--- src/plim_pkg.sv ---
// How it works
// - pull-in limit is ten bits: high register bits 1:0 over low byte
// - high register keeps limit bits 9:8 in 1:0; 7:2 unused; resets 0
// - mask bit 5 lets secondary differential input interrupt; 0 blocks
// - mask bit 4 lets primary differential input interrupt; 0 blocks
`default_nettype none

package plim_pkg;

  // ==========================================================
  // bus and field widths
  localparam int ADDR_W = 8;
  localparam int DATA_W = 8;
  localparam int LIMIT_W = 10;
  localparam int OFFSET_W = 11;
  localparam int NUM_SRC = 4;

  // ==========================================================
  // register offsets
  localparam logic [7:0] OFF_FREQ_LIMIT_LOW = 8'h41;
  localparam logic [7:0] OFF_FREQ_LIMIT_HIGH = 8'h42;
  localparam logic [7:0] OFF_IRQ_MASK_LOW = 8'h43;
  localparam logic [7:0] OFF_IRQ_STATUS_LOW = 8'h4f;

  // ==========================================================
  // reset values
  localparam logic [7:0] RST_FREQ_LIMIT_LOW = 8'h76;
  localparam logic [7:0] RST_FREQ_LIMIT_HIGH = 8'h00;
  localparam logic [7:0] RST_IRQ_MASK_LOW = 8'h00;
  localparam logic [7:0] RST_IRQ_STATUS_LOW = 8'h00;

  // ==========================================================
  // field layout
  localparam logic [7:0] LIMIT_HIGH_BITS = 8'h03;
  localparam logic [7:0] MASK_BITS = 8'h3c;
  localparam int SRC_LSB = 2;
  localparam int PRI_SE_BIT = 2;
  localparam int SEC_SE_BIT = 3;
  localparam int PRI_DIFF_BIT = 4;
  localparam int SEC_DIFF_BIT = 5;

endpackage

`default_nettype wire

--- src/plim_evt_if.sv ---
`timescale 1ns/1ns
`default_nettype none

// one-cycle alarm edges from the pin synchroniser to the register bank
interface plim_evt_if #(
  parameter int N = 4
);
  logic [N-1:0] rise;
  modport src (output rise);
  modport dst (input rise);
endinterface

`default_nettype wire

--- src/plim_evt_sync.sv ---
`timescale 1ns/1ns
`default_nettype none

module plim_evt_sync #(
  parameter int N = 4
) (
  // clock and reset
  input wire logic clk,
  input wire logic rst_n,
  // asynchronous alarm pins
  input wire logic [N-1:0] pins,
  // edge pulses
  plim_evt_if.src evt
);

  // ==========================================================
  // two-stage synchroniser, then an edge stage
  logic [N-1:0] meta_q;
  logic [N-1:0] sync_q;
  logic [N-1:0] last_q;
  logic [N-1:0] rise_q;
  logic [N-1:0] rise_d;

  // only the sync stage and its delayed copy feed the edge test
  assign rise_d = sync_q & ~last_q;
  assign evt.rise = rise_q;

  // capture chain
  always_ff @(posedge clk or negedge rst_n) begin
    if (!rst_n) begin
      meta_q <= '0;
      sync_q <= '0;
      last_q <= '0;
      rise_q <= '0;
    end else begin
      meta_q <= pins;
      sync_q <= meta_q;
      last_q <= sync_q;
      rise_q <= rise_d;
    end
  end

endmodule

`default_nettype wire

--- src/plim_regs.sv ---
// Our own choice: strobed register access.
`timescale 1ns/1ns
`default_nettype none

module plim_regs
  import plim_pkg::*;
(
  // clock and reset
  input wire logic CLOCK,
  input wire logic RST_N,
  // register port
  input wire logic [ADDR_W-1:0] ADDR,
  input wire logic [DATA_W-1:0] WDATA,
  input wire logic WR,
  input wire logic RD,
  output logic [DATA_W-1:0] RDATA,
  // clock input alarm pins, bit order matches mask bits 2 upward
  input wire logic [NUM_SRC-1:0] SRC_ALARM,
  // tracking offset from the loop, same clock
  input wire logic signed [OFFSET_W-1:0] TRACK_OFFSET,
  // limit and range result
  output logic [LIMIT_W-1:0] PULL_IN_RANGE_LIMIT,
  output logic OFFSET_IN_RANGE,
  // interrupt
  output logic IRQ
);

  // ==========================================================
  // functions
  function automatic logic hit(input logic [ADDR_W-1:0] a,
                               input logic [7:0] off);
    hit = (a == off);
  endfunction

  function automatic logic [OFFSET_W-1:0] magnitude(
    input logic signed [OFFSET_W-1:0] v);
    magnitude = v[OFFSET_W-1] ? OFFSET_W'(-v) : OFFSET_W'(v);
  endfunction

  // ==========================================================
  // storage
  logic [7:0] limit_low_q;
  logic [7:0] limit_low_d;
  logic [7:0] limit_high_q;
  logic [7:0] limit_high_d;
  logic [7:0] mask_q;
  logic [7:0] mask_d;
  logic [7:0] status_q;
  logic [7:0] status_d;
  logic [7:0] rdata_q;
  logic [7:0] rdata_d;
  logic irq_q;
  logic irq_d;
  logic in_range_q;
  logic in_range_d;

  // ==========================================================
  // alarm edges
  plim_evt_if #(.N(NUM_SRC)) evt ();

  plim_evt_sync #(
    .N(NUM_SRC)
  ) u_sync (
    .clk(CLOCK),
    .rst_n(RST_N),
    .pins(SRC_ALARM),
    .evt(evt)
  );

  // ==========================================================
  // address decode
  wire wr_low = WR && hit(ADDR, OFF_FREQ_LIMIT_LOW);
  wire wr_high = WR && hit(ADDR, OFF_FREQ_LIMIT_HIGH);
  wire wr_mask = WR && hit(ADDR, OFF_IRQ_MASK_LOW);
  wire wr_status = WR && hit(ADDR, OFF_IRQ_STATUS_LOW);

  // ==========================================================
  // named mask enables
  wire primary_single_ended_irq_en = mask_q[PRI_SE_BIT];
  wire secondary_single_ended_irq_en = mask_q[SEC_SE_BIT];
  wire primary_diff_input_irq_en = mask_q[PRI_DIFF_BIT];
  wire secondary_diff_input_irq_en = mask_q[SEC_DIFF_BIT];
  wire [NUM_SRC-1:0] src_en = {secondary_diff_input_irq_en,
                               primary_diff_input_irq_en,
                               secondary_single_ended_irq_en,
                               primary_single_ended_irq_en};

  // ==========================================================
  // register next values
  assign limit_low_d = wr_low ? WDATA : limit_low_q;
  assign limit_high_d = wr_high ? (WDATA & LIMIT_HIGH_BITS)
                                : limit_high_q;
  // bits 1:0 and 7:6 are held at zero whatever is written
  assign mask_d = wr_mask ? (WDATA & MASK_BITS) : mask_q;

  // status: write one to clear, a new edge wins over the clear
  wire [7:0] status_set = {2'b00, evt.rise, 2'b00};
  wire [7:0] status_clr = wr_status ? WDATA : 8'h00;
  assign status_d = ((status_q & ~status_clr) | status_set) & MASK_BITS;

  // ==========================================================
  // pull-in limit and symmetric range test
  wire [LIMIT_W-1:0] pull_in_range_limit =
    {limit_high_q[1:0], limit_low_q};
  wire [OFFSET_W-1:0] offset_mag = magnitude(TRACK_OFFSET);
  // same bound on either sign of the offset
  assign in_range_d = (offset_mag <= {1'b0, pull_in_range_limit});

  // ==========================================================
  // interrupt: any unmasked sticky bit
  wire [NUM_SRC-1:0] src_pending = status_q[SRC_LSB +: NUM_SRC] & src_en;
  assign irq_d = |src_pending;

  // ==========================================================
  // read mux, unmapped addresses read zero
  wire [7:0] rd_value =
    hit(ADDR, OFF_FREQ_LIMIT_LOW) ? limit_low_q :
    hit(ADDR, OFF_FREQ_LIMIT_HIGH) ? limit_high_q :
    hit(ADDR, OFF_IRQ_MASK_LOW) ? mask_q :
    hit(ADDR, OFF_IRQ_STATUS_LOW) ? status_q : 8'h00;
  assign rdata_d = RD ? rd_value : 8'h00;

  // ==========================================================
  // configuration registers
  always_ff @(posedge CLOCK or negedge RST_N) begin
    if (!RST_N) begin
      limit_low_q <= RST_FREQ_LIMIT_LOW;
      limit_high_q <= RST_FREQ_LIMIT_HIGH;
      mask_q <= RST_IRQ_MASK_LOW;
    end else begin
      limit_low_q <= limit_low_d;
      limit_high_q <= limit_high_d;
      mask_q <= mask_d;
    end
  end

  // status, read data and outputs
  always_ff @(posedge CLOCK or negedge RST_N) begin
    if (!RST_N) begin
      status_q <= RST_IRQ_STATUS_LOW;
      rdata_q <= 8'h00;
      irq_q <= 1'b0;
      in_range_q <= 1'b0;
    end else begin
      status_q <= status_d;
      rdata_q <= rdata_d;
      irq_q <= irq_d;
      in_range_q <= in_range_d;
    end
  end

  // ==========================================================
  // outputs
  assign RDATA = rdata_q;
  assign IRQ = irq_q;
  assign OFFSET_IN_RANGE = in_range_q;
  assign PULL_IN_RANGE_LIMIT = pull_in_range_limit;

  // ==========================================================
  // assertions
  a_limit_low_write: assert property (
    @(posedge CLOCK) disable iff (!RST_N)
    (WR && ADDR == OFF_FREQ_LIMIT_LOW)
    |=> PULL_IN_RANGE_LIMIT[7:0] == $past(WDATA))
    else $error("limit low byte not taken from write");

  a_limit_high_write: assert property (
    @(posedge CLOCK) disable iff (!RST_N)
    (WR && ADDR == OFF_FREQ_LIMIT_HIGH)
    |=> PULL_IN_RANGE_LIMIT[9:8] == $past(WDATA[1:0]))
    else $error("limit top bits not taken from high register");

  a_high_unused_zero: assert property (
    @(posedge CLOCK) disable iff (!RST_N)
    (RD && ADDR == OFF_FREQ_LIMIT_HIGH) |=> RDATA[7:2] == 6'h00)
    else $error("unused high register bits read nonzero");

  a_range_both_signs: assert property (
    @(posedge CLOCK) disable iff (!RST_N)
    ($stable(TRACK_OFFSET) && $stable(PULL_IN_RANGE_LIMIT)
     && TRACK_OFFSET[OFFSET_W-1]
     && (-TRACK_OFFSET) == {1'b0, PULL_IN_RANGE_LIMIT})
    |=> OFFSET_IN_RANGE)
    else $error("negative offset at limit judged out of range");

  a_range_above: assert property (
    @(posedge CLOCK) disable iff (!RST_N)
    (!TRACK_OFFSET[OFFSET_W-1]
     && TRACK_OFFSET > $signed({1'b0, PULL_IN_RANGE_LIMIT}))
    |=> !OFFSET_IN_RANGE)
    else $error("offset above limit judged in range");

  a_sec_diff_blocked: assert property (
    @(posedge CLOCK) disable iff (!RST_N)
    (status_q == 8'h20 && !mask_q[SEC_DIFF_BIT]) |=> !IRQ)
    else $error("masked secondary differential input interrupted");

  a_pri_diff_allowed: assert property (
    @(posedge CLOCK) disable iff (!RST_N)
    (status_q[PRI_DIFF_BIT] && mask_q[PRI_DIFF_BIT]) |=> IRQ)
    else $error("enabled primary differential input gave no interrupt");

  a_mask_fixed_bits: assert property (
    @(posedge CLOCK) disable iff (!RST_N)
    (RD && ADDR == OFF_IRQ_MASK_LOW)
    |=> (RDATA[1:0] == 2'b00 && RDATA[7:6] == 2'b00))
    else $error("fixed mask bits read nonzero");

  a_edge_sets_status: assert property (
    @(posedge CLOCK) disable iff (!RST_N)
    evt.rise[0] |=> status_q[PRI_SE_BIT])
    else $error("alarm edge did not set status");

  // ==========================================================
  // read data: one cycle after the strobe, zero otherwise
  a_rdata_idle_zero: assert property (
    @(posedge CLOCK) disable iff (!RST_N)
    !RD |=> RDATA == 8'h00)
    else $error("read data not zero outside a read");

  a_read_low_value: assert property (
    @(posedge CLOCK) disable iff (!RST_N)
    (RD && ADDR == OFF_FREQ_LIMIT_LOW) |=> RDATA == $past(limit_low_q))
    else $error("limit low byte read back wrong");

  a_read_mask_value: assert property (
    @(posedge CLOCK) disable iff (!RST_N)
    (RD && ADDR == OFF_IRQ_MASK_LOW) |=> RDATA == $past(mask_q))
    else $error("mask register read back wrong");

  a_unmapped_read_zero: assert property (
    @(posedge CLOCK) disable iff (!RST_N)
    (RD && ADDR != OFF_FREQ_LIMIT_LOW && ADDR != OFF_FREQ_LIMIT_HIGH
     && ADDR != OFF_IRQ_MASK_LOW && ADDR != OFF_IRQ_STATUS_LOW)
    |=> RDATA == 8'h00)
    else $error("unmapped address read nonzero");

  // ==========================================================
  // storage: writes land, nothing else moves the registers
  a_high_store_zero: assert property (
    @(posedge CLOCK) disable iff (!RST_N)
    (WR && ADDR == OFF_FREQ_LIMIT_HIGH) |=> limit_high_q[7:2] == 6'h00)
    else $error("unused high register bits stored");

  a_limit_low_hold: assert property (
    @(posedge CLOCK) disable iff (!RST_N)
    !(WR && ADDR == OFF_FREQ_LIMIT_LOW) |=> $stable(limit_low_q))
    else $error("limit low byte changed without a write");

  a_mask_write: assert property (
    @(posedge CLOCK) disable iff (!RST_N)
    (WR && ADDR == OFF_IRQ_MASK_LOW)
    |=> (mask_q[5:2] == $past(WDATA[5:2]) && mask_q[1:0] == 2'b00
         && mask_q[7:6] == 2'b00))
    else $error("mask write stored wrong bits");

  a_mask_hold: assert property (
    @(posedge CLOCK) disable iff (!RST_N)
    !(WR && ADDR == OFF_IRQ_MASK_LOW) |=> $stable(mask_q))
    else $error("mask changed without a write");

  // ==========================================================
  // interrupt gating and sticky status
  a_sec_diff_allowed: assert property (
    @(posedge CLOCK) disable iff (!RST_N)
    (status_q[SEC_DIFF_BIT] && mask_q[SEC_DIFF_BIT]) |=> IRQ)
    else $error("enabled secondary differential input gave no interrupt");

  a_pri_diff_blocked: assert property (
    @(posedge CLOCK) disable iff (!RST_N)
    (status_q == 8'h10 && !mask_q[PRI_DIFF_BIT]) |=> !IRQ)
    else $error("masked primary differential input interrupted");

  a_se_allowed: assert property (
    @(posedge CLOCK) disable iff (!RST_N)
    ((status_q[PRI_SE_BIT] && mask_q[PRI_SE_BIT])
     || (status_q[SEC_SE_BIT] && mask_q[SEC_SE_BIT])) |=> IRQ)
    else $error("enabled single-ended input gave no interrupt");

  a_none_pending_quiet: assert property (
    @(posedge CLOCK) disable iff (!RST_N)
    ((status_q & mask_q) == 8'h00) |=> !IRQ)
    else $error("interrupt with no enabled status bit");

  a_status_w1c: assert property (
    @(posedge CLOCK) disable iff (!RST_N)
    (wr_status && WDATA[PRI_SE_BIT] && !evt.rise[0])
    |=> !status_q[PRI_SE_BIT])
    else $error("status bit not cleared by writing one");

  a_status_sticky: assert property (
    @(posedge CLOCK) disable iff (!RST_N)
    (status_q[PRI_DIFF_BIT] && !wr_status) |=> status_q[PRI_DIFF_BIT])
    else $error("status bit dropped without a clear");

  // ==========================================================
  // range result on either side of the bound
  a_range_inside: assert property (
    @(posedge CLOCK) disable iff (!RST_N)
    (!TRACK_OFFSET[OFFSET_W-1]
     && TRACK_OFFSET <= $signed({1'b0, PULL_IN_RANGE_LIMIT}))
    |=> OFFSET_IN_RANGE)
    else $error("offset within limit judged out of range");

  a_range_below: assert property (
    @(posedge CLOCK) disable iff (!RST_N)
    (TRACK_OFFSET[OFFSET_W-1]
     && (-TRACK_OFFSET) > {1'b0, PULL_IN_RANGE_LIMIT})
    |=> !OFFSET_IN_RANGE)
    else $error("offset below negative limit judged in range");

endmodule

`default_nettype wire

--- config.mk ---
export PLATFORM = sky130hd
export DESIGN_NAME = plim_regs
export DESIGN_NICKNAME = d
export VERILOG_FILES = /design/src/plim_pkg.sv /design/src/plim_evt_if.sv /design/src/plim_evt_sync.sv /design/src/plim_regs.sv
export SDC_FILE = /design/constraint.sdc
export NUM_CORES = 1
export LEC_CHECK = 0
export BUFFER_PORTS_ARGS = -buffer_cell sky130_fd_sc_hd__buf_2
export CAP_MARGIN = 0
export CORE_MARGIN = 4
export CORE_UTILIZATION = 45
export DETAILED_ROUTE_END_ITERATION = 10
export GPL_ROUTABILITY_DRIVEN = 1
export PLACE_DENSITY = 0.75
export SLEW_MARGIN = 20
export SYNTH_ARGS = -nofsm -noshare
export SYNTH_HDL_FRONTEND = slang
export SYNTH_SLANG_ARGS = --single-unit
export TNS_END_PERCENT = 20
--- constraint.sdc ---
create_clock -name CLOCK -period 1.9 [get_ports CLOCK]
set_input_delay 0.475 -clock CLOCK [delete_from_list [all_inputs] [get_ports CLOCK]]
set_output_delay 0.475 -clock CLOCK [all_outputs]
set_load 0.1 [all_outputs]
After elaboration in Yosys (flattened, before gate mapping) --
Cells that the tools add are included.
Cells by class: add/sub/neg operators 1, $mul 0, divide/modulo/power cells 0, $lt $le $gt $ge 1, eq/ne operators 4, shift-type cells 0, mux-type cells 7, bitwise operators 6, reduce and logical (&&, ||, !) cells 5
Operators with widths (count):
- $eq A8 B7 Y1 const B | 4
- $mux W6 | 4
- $mux W8 | 2
- $le A11 B10 Y1 | 1
- $mux W11 | 1
- $neg A11 Y11 | 1
- $and A4 B4 Y4 | 2
- $and A6 B6 Y6 | 1
- $not A6 Y6 | 1
- $or A6 B6 Y6 | 1
- $logic_and A1 B1 Y1 | 4
- $not A4 Y4 | 1
- $reduce_or A4 Y1 | 1
Storage, ports and cells: register bits 44, bits in latches 0, bits in writable memories 0, bits in read-only memories 0, input port bits 35, output and inout bits 20, word-level logic and storage cells 35, memories 0

Longest topological paths before layout --
Gate-level depths: netlist of run 1.
depth in word-level cells 6, mapped depth 10, depth with buffers taken out 10

By module --
Synthesis of run 1 repeated with hierarchy kept, for this count alone.
Second synthesis, totals: cell total of the unflattened synthesis 167, area, all modules 2047.0 µm²
By module, submodules not included:
- plim_regs | times used 1, cells an instance 147, area each 1591.5 µm², seq. area each 706.9 µm²
- plim_evt_sync | times used 1, cells an instance 20, area each 455.4 µm², seq. area each 400.4 µm²

Least setup slack after synthesis of run 1 --
OpenSTA, ideal clock, no wires.
kind input to register, start point input TRACK_OFFSET[3], end point register in_range_q (netlist: OFFSET_IN_RANGE), library setup time 0.077 ns, arrival time 2.735 ns, required time 1.823 ns, path slack -0.913 ns, stages on the path 8, path buffers 0, path through or4_1 > or3_1 > o21ai_1 > xnor2_1 > ha_1 > a21oi_1 > or4b_2 > a21oi_1
On the way: word-level cells in the longest chain between the ends 3
Ends and longest elaborated chain:
- start: declaration | RTL line plim_regs.sv:20 | input wire logic signed [OFFSET_W-1:0] TRACK_OFFSET,
- $neg A11 Y11 | RTL line plim_regs.sv:37 | magnitude = v[OFFSET_W-1] ? OFFSET_W'(-v) : OFFSET_W'(v);
- $mux W11 (*) | RTL line plim_regs.sv:37
- $le A11 B10 Y1 (*) | RTL line plim_regs.sv:107 | assign in_range_d = (offset_mag <= {1'b0, pull_in_range_limit});
- named net in_range_d | RTL line plim_regs.sv:55 | logic in_range_d;
- end signal: assignment | RTL line plim_regs.sv:148 | in_range_q <= in_range_d;
- end: declaration | RTL line plim_regs.sv:54 | logic in_range_q;
Mark *: on every way through the listed nets, which the timed path passes. The rest lies on a longest branch. A chain may end at the register's enable or synchronous reset.

Worst setup path in the final report of run 1 --
Ends and elaborated chain as after synthesis.

==> impl_metrics.tcl, run 1 <==
set metrics [dict create \
    setup_ws_ns -0.621 \
    antenna_found_initial 0 \
    grt_max_degree 45 \
    synthArstFlopShare 1.00 \
    vias 1564 \
    period_needed_ns 2.52 \
    relSlewSlack 0.676 \
    viasPerCell 5.14 \
    synth_area_leaders "dfrtp_1 48%, mux2_2 7.8%, ha_1 6.8%" \
    violations "negative setup slack" \
    stdcell_area_mm2 0.00270 \
    area_growth_pct 33.2 \
    hpwl_um 3380 \
    drive_gt1_frac 0.452 \
    wl_per_cell_um 14.0 \
    fin_skew_ns 0.00606 \
    drv_slew 0 \
    drc 0 \
    cap_violations 0 \
    antenna_left 0 \
    die_area_mm2 0.00563 \
    netlist_top_cells_count "39 x dfrtp_1, 14 x mux2_2, 13 x inv_1" \
    grt_pass1_vias 1551 \
    switching_share 0.282 \
    critPathKind "input port to register" \
    stdcell_count 304 \
    cp_data_required_time_ns 2.14 \
    synth_cells 170 \
    clk_latency_ns 0.30 \
    synthFlopType "dfrtp_1" \
    clk_pin_slew_ns 0.08 \
    timing_worst_slew_pin_value_ns 0.489 \
    clockBufferDepth 2 \
    power_frac_seq 0.460 \
    status "finished, violations left" \
    place_area_mm2 0.00252 \
    yosys_warnings 0 \
    numCtsBuffers 5 \
    dpl_worst_slack_ns -1.03 \
    finalHoldViolCount 0 \
    synth_edf_count 0 \
    period_share 1.33 \
    fmax_mhz 397 \
    place_congestion 0.839 \
    die_x_um 75.1 \
    tritoncts "yes" \
    rsz0062_at_grt "yes" \
    num_io_pins 55 \
    synth_seq_cells 44 \
    pwr_density_cell_mw_per_mm2 806 \
    dpl.cell_count 294 \
    leakagePower_nw 1.30 \
    grt_pass1_wl_um 6960 \
    synth_area_mm2 0.00202 \
    h-tree-depth 2 \
    hold_path_class "input port to async pin" \
    numPortBuffers 54 \
    setup_viol 1 \
    rows 24 \
    peakVddDrop_mv 0.588 \
    yosysTopAreaCell "dfrtp_1" \
    arrival_ns 2.76 \
    synth_fp_nets 216 \
    synth_most_common_cell "dfrtp_1" \
    track_usage 0.168 \
    p_sw_mw 0.612 \
    cts_sinks 44 \
    drtPass1Iterations 4 \
    startpoint_type "input port" \
    p_clk_frac 0.345 \
    crit_fanout 3 \
    synth_top_area_frac 0.482 \
    crit_path_end_kind "register" \
    drtIter0Drc 100 \
    wirelength_um 4270 \
    power_mw 2.17 \
    synth_seq_area_share 0.547 \
    antenna_cells 0 \
    root_buffer "clkbuf_8" \
    coreArea_mm2 0.00435 \
    dieHeight_um 75.1 \
    power_frac_comb 0.196 \
    floorplan.initialDensity 0.465 \
    synth.avg_cell_area_um2 11.9 \
    p_int_mw 1.56 \
    fin_nets 297 \
    yosysUniqueCellTypes 38 \
    holdWs_ns 0.133 \
    grt_overflow 0 \
]
## cells by family after synthesis
logic type,count (synthesis),synth area share
AOI/OAI and AO/OA,32,0.106
xor gates and xnor gates,8,0.0346
adders and majority gates,11,0.0680
buffers and inverters,15,0.0284
DFF,44,0.547
muxes,14,0.0779
and+or+nand+nor,46,0.137
## cell usage in the layout, fill, tap and decap left out, drive strengths merged, types with 2 or more instances in the layout
master and count:
ha 11, inv 13, nand2 8, dfstp 5, xnor2 8, nand4 2
a21oi 7, a21o 5, or3 2, o21ai 6, and2 3, nor2b 5
o2bb2ai 2, nand2b 2, nor3 2, a22oi 6, buf 74, o31ai 2
clkbuf 8, nand3 8, dfrtp 39, or4b 2, nor2 7, mux2 14
## registers in the layout, summed over array words and instances, names as in the netlist
register	cells
RDATA	8
limit_low_q	8
mask_q	4
status_q	4
u_sync.evt.rise	4
u_sync.last_q	4
u_sync.meta_q	4
u_sync.sync_q	4
limit_high_q	2
IRQ	1
OFFSET_IN_RANGE	1
## layout make-up
cell class                      count  area [um2]
Tap cell                           52        65.1
Multi-Input combinational cell    111         887
Fill cell                         367        1660
Clock buffer                        6        82.6
Timing Repair Buffer               76         465
Inverter                           13        48.8
Sequential cell                    44        1110
Clock inverter                      2        38.8
## critical path, cell delays in order
cell and delay, ns:
buf_6 0.09, or4_4 0.54, or3_4 0.35, o21ai_2 0.14, xnor2_1 0.15, ha_1 0.29, a21oi_2 0.14, or4b_4 0.47
a21oi_2 0.12
## per-layer routing
layer	part of all wire	GRT usage	wire [um]
met1	0.42	0.209	1770
met2	0.51	0.271	2180
met3	0.058	0.0614	249
met4	0.014	0.0553	61
met5	0	0	0
## power groups by stage
stage                     clock [mW]  combinational [mW]  sequential [mW]
after floorplan                    0               0.130             1.15
after global placement             0               0.401             1.01
after detailed placement           0               0.411             1.02
after CTS                      0.768               0.421            0.999
after global routing           0.810               0.464             1.00
final                          0.748               0.425            0.998
## worst paths after layout
path / start / endpoint / slack (ns) / cells after the start
min in group CLOCK: SRC_ALARM[3] / u_sync.meta_q[3]$_DFF_PN0_ / 0.28 / 1
hold / removal: RST_N / u_sync.sync_q[1]$_DFF_PN0_ / 0.13 / 2
setup reg to reg: limit_low_q[2]$_DFFE_PN1P_ / OFFSET_IN_RANGE$_DFF_PN0_ / 0.06 / 6
max in group asynchronous: RST_N / limit_low_q[1]$_DFFE_PN1P_ / 1.50 / 2
hold reg to reg: u_sync.meta_q[0]$_DFF_PN0_ / u_sync.sync_q[0]$_DFF_PN0_ / 0.36 / 0
setup / recovery: TRACK_OFFSET[3] / OFFSET_IN_RANGE$_DFF_PN0_ / -0.62 / 9
## timing repair
action | CTS | global route
gates resized for setup | 3 | 5
hold buffers | 0 | 0
hold endpoints to repair | 0 | 0
endpoints found under the setup margin | 1 | 3
buffers inserted | 1 | 1
pin swaps | 5 | 2
## through the flow
step / utilization / TNS, ns
finish: 0.619 / -0.621
global route: 0.619 / -0.679
CTS: 0.612 / -0.598
detailed placement: 0.580 / -4.51
global placement: 0.580 / -3.90
floorplan: - / -0.806
(Power assumes the default switching activity.)
==> run 2: changes to the inputs <==
--- a/config.mk
+++ b/config.mk
@@ -8,10 +8,10 @@
 export BUFFER_PORTS_ARGS = -buffer_cell sky130_fd_sc_hd__buf_2
 export CAP_MARGIN = 0
 export CORE_MARGIN = 4
-export CORE_UTILIZATION = 45
+export CORE_UTILIZATION = 46
 export DETAILED_ROUTE_END_ITERATION = 10
-export GPL_ROUTABILITY_DRIVEN = 1
-export PLACE_DENSITY = 0.75
+export PLACE_DENSITY = 0.76
+export RECOVER_POWER = 100
 export SLEW_MARGIN = 20
 export SYNTH_ARGS = -nofsm -noshare
 export SYNTH_HDL_FRONTEND = slang
==> run 2 against run 1 <==
The run still ends with negative setup slack left. Die area fell by 1.9%. Clock skew is 0.0029 ns lower. Worst hold slack improved by 0.14 ns. Routed wire length grew 3.5%. Flip-flop and latch count unchanged. Utilization is 1.6 points higher. First-iteration DRC count is 10% lower. Non-clock buffer count down 1. Combinational power down 4%. Critical path depth did not move. Critical path type unchanged. Largest power group unchanged.
==> impl_metrics.tcl, run 2 (same netlist as run 1, synthesis figures left out) <==
set metrics [dict create \
    leakagePower_nw 1.25 \
    grt_overflow 0 \
    drtIter0Drc 90 \
    antenna_found_initial 0 \
    coreArea_mm2 0.00412 \
    finalHoldViolCount 0 \
    vias 1563 \
    timing_worst_slew_pin_value_ns 1.02 \
    critPathKind "input port to register" \
    worstRegToRegCells 6 \
    cap_violations 0 \
    clk_pin_slew_ns 0.08 \
    final_common_cell "dfrtp_1" \
    min_from "SRC_ALARM[2]" \
    setup_ws_ns -0.631 \
    reg2reg_from "limit_low_q[4]$_DFFE_PN1P_" \
    dieHeight_um 74.3 \
    cts_sinks 44 \
    hold-path-cell-count 1 \
    viasPerCell 5.21 \
    die_area_mm2 0.00552 \
    numPortBuffers 54 \
    setup_tns_ns -1.06 \
    power_mw 1.96 \
    track_usage 0.174 \
    fmax_mhz 395 \
    post-route-util 0.635 \
    clk_latency_ns 0.30 \
    arrival_ns 2.76 \
    wl_met1_um 1990 \
    crit_start "TRACK_OFFSET[3]" \
    grt_pass1_vias 1498 \
    grt_max_degree 45 \
    layout_common_cells "39 x dfrtp_1, 35 x buf_2, 19 x clkbuf_2" \
    fin_nets 296 \
    drive_gt1_frac 0.436 \
    wl_met2_um 2000 \
    drv_slew 0 \
    numCtsBuffers 5 \
    fin_skew_ns 0.00319 \
    hpwl_um 3460 \
    drc 0 \
    drtPass1Iterations 4 \
    period_needed_ns 2.53 \
    clockBufferDepth 2 \
    grt_pass1_wl_um 7120 \
    period_share 1.33 \
    wl_per_cell_um 14.7 \
    startpoint_type "input port" \
    reg2reg_to "OFFSET_IN_RANGE$_DFF_PN0_" \
    wirelength_um 4420 \
    hold_path_class "input port to register" \
    status "finished, violations left" \
    nFillCells 339 \
    r2r_slack_ns 0.03 \
    h-tree-depth 2 \
    antenna_left 0 \
    ctsHoldBuffers 0 \
    peakVddDrop_mv 0.565 \
    die_x_um 74.3 \
    setup_viol 13 \
    antenna_cells 0 \
    crit_path_end_kind "register" \
    tritoncts "yes" \
    whs_endpoint "u_sync.meta_q[2]$_DFF_PN0_" \
    area_growth_pct 29.2 \
    relSlewSlack 0.319 \
    floorplan.initialDensity 0.492 \
    place_congestion 0.830 \
    violations "negative setup slack" \
    pwr_density_cell_mw_per_mm2 751 \
    met3_length_um 318 \
    cp_data_required_time_ns 2.13 \
    topRoutingLayerUsed "met4" \
    num_io_pins 55 \
    root_buffer "clkbuf_8" \
    crit_fanout 3 \
    rsz0062_at_grt "yes" \
    rows 23 \
]
run 2: cell count changes in the layout (fill, tap and decap cells not counted), sizes merged:
cell / before / now
buf: 74 / 52
bufinv: 1 / 0
clkbuf: 8 / 28
clkinvlp: 0 / 1
run 2: power by group:
group          total, mW  internal [mW]  switching, mW
combinational      0.408          0.137          0.271
clock              0.553          0.249          0.304
sequential          1.00          0.979         0.0215
total               1.96           1.36          0.597
run 2: cell type report:
class | instances | area (um2) | area share
sequential | 44 | 1110 | 0.424
multi-input combinational | 111 | 886 | 0.339
timing repair buffer | 75 | 428 | 0.164
clock buffer | 5 | 68.8 | 0.0263
tap | 50 | 62.6 | 0.0239
inverter | 13 | 48.8 | 0.0187
clock inverter | 2 | 12.5 | 0.00479
run 2: worst max-delay path: stages:
cell and delay, ns:
buf_6 0.09, or4_4 0.56, or3_4 0.35, o21ai_2 0.13, xnor2_1 0.09, ha_1 0.32
a21oi_2 0.15, or4b_4 0.47, a21oi_2 0.12
run 2: per-stage QoR:
stage               hold slack [ns]  setup slack [ns]  instances  instance area [um2]
floorplan                     0.179            -0.806        170                 2030
global placement              0.334            -0.960        293                 2520
detailed placement            0.338             -1.02        293                 2520
CTS                           0.251            -0.599        300                 2620
global route                  0.259            -0.650        300                 2610
finish                        0.275            -0.631        300                 2610
run 2: worst max-delay path by stage:
stage	slack [ns]	end	cells past startpoint
2_1_floorplan	-0.81	OFFSET_IN_RANGE$_DFF_PN0_	8
3_3_place_gp	-0.96	OFFSET_IN_RANGE$_DFF_PN0_	9
3_5_place_dp	-1.02	OFFSET_IN_RANGE$_DFF_PN0_	9
4_1_cts	-0.60	OFFSET_IN_RANGE$_DFF_PN0_	9
5_1_grt	-0.65	OFFSET_IN_RANGE$_DFF_PN0_	9
6_report	-0.63	OFFSET_IN_RANGE$_DFF_PN0_	9
run 2: metal layers:
layer | GRT usage | up-vias
li1 | - | 763
met1 | 0.234 | 736
met2 | 0.264 | 53
met3 | 0.0446 | 11
met4 | 0.0810 | 0
met5 | 0 | -
run 2: what timing repair did:
| action | CTS | global route |
|---|---|---|
| pin swaps | 4 | 1 |
| endpoints found under the setup margin | 1 | 2 |
| gates resized for setup | 5 | 2 |
| endpoints found under the hold margin | 0 | 0 |
| setup buffers | 0 | 0 |
| cloned | 0 | 0 |
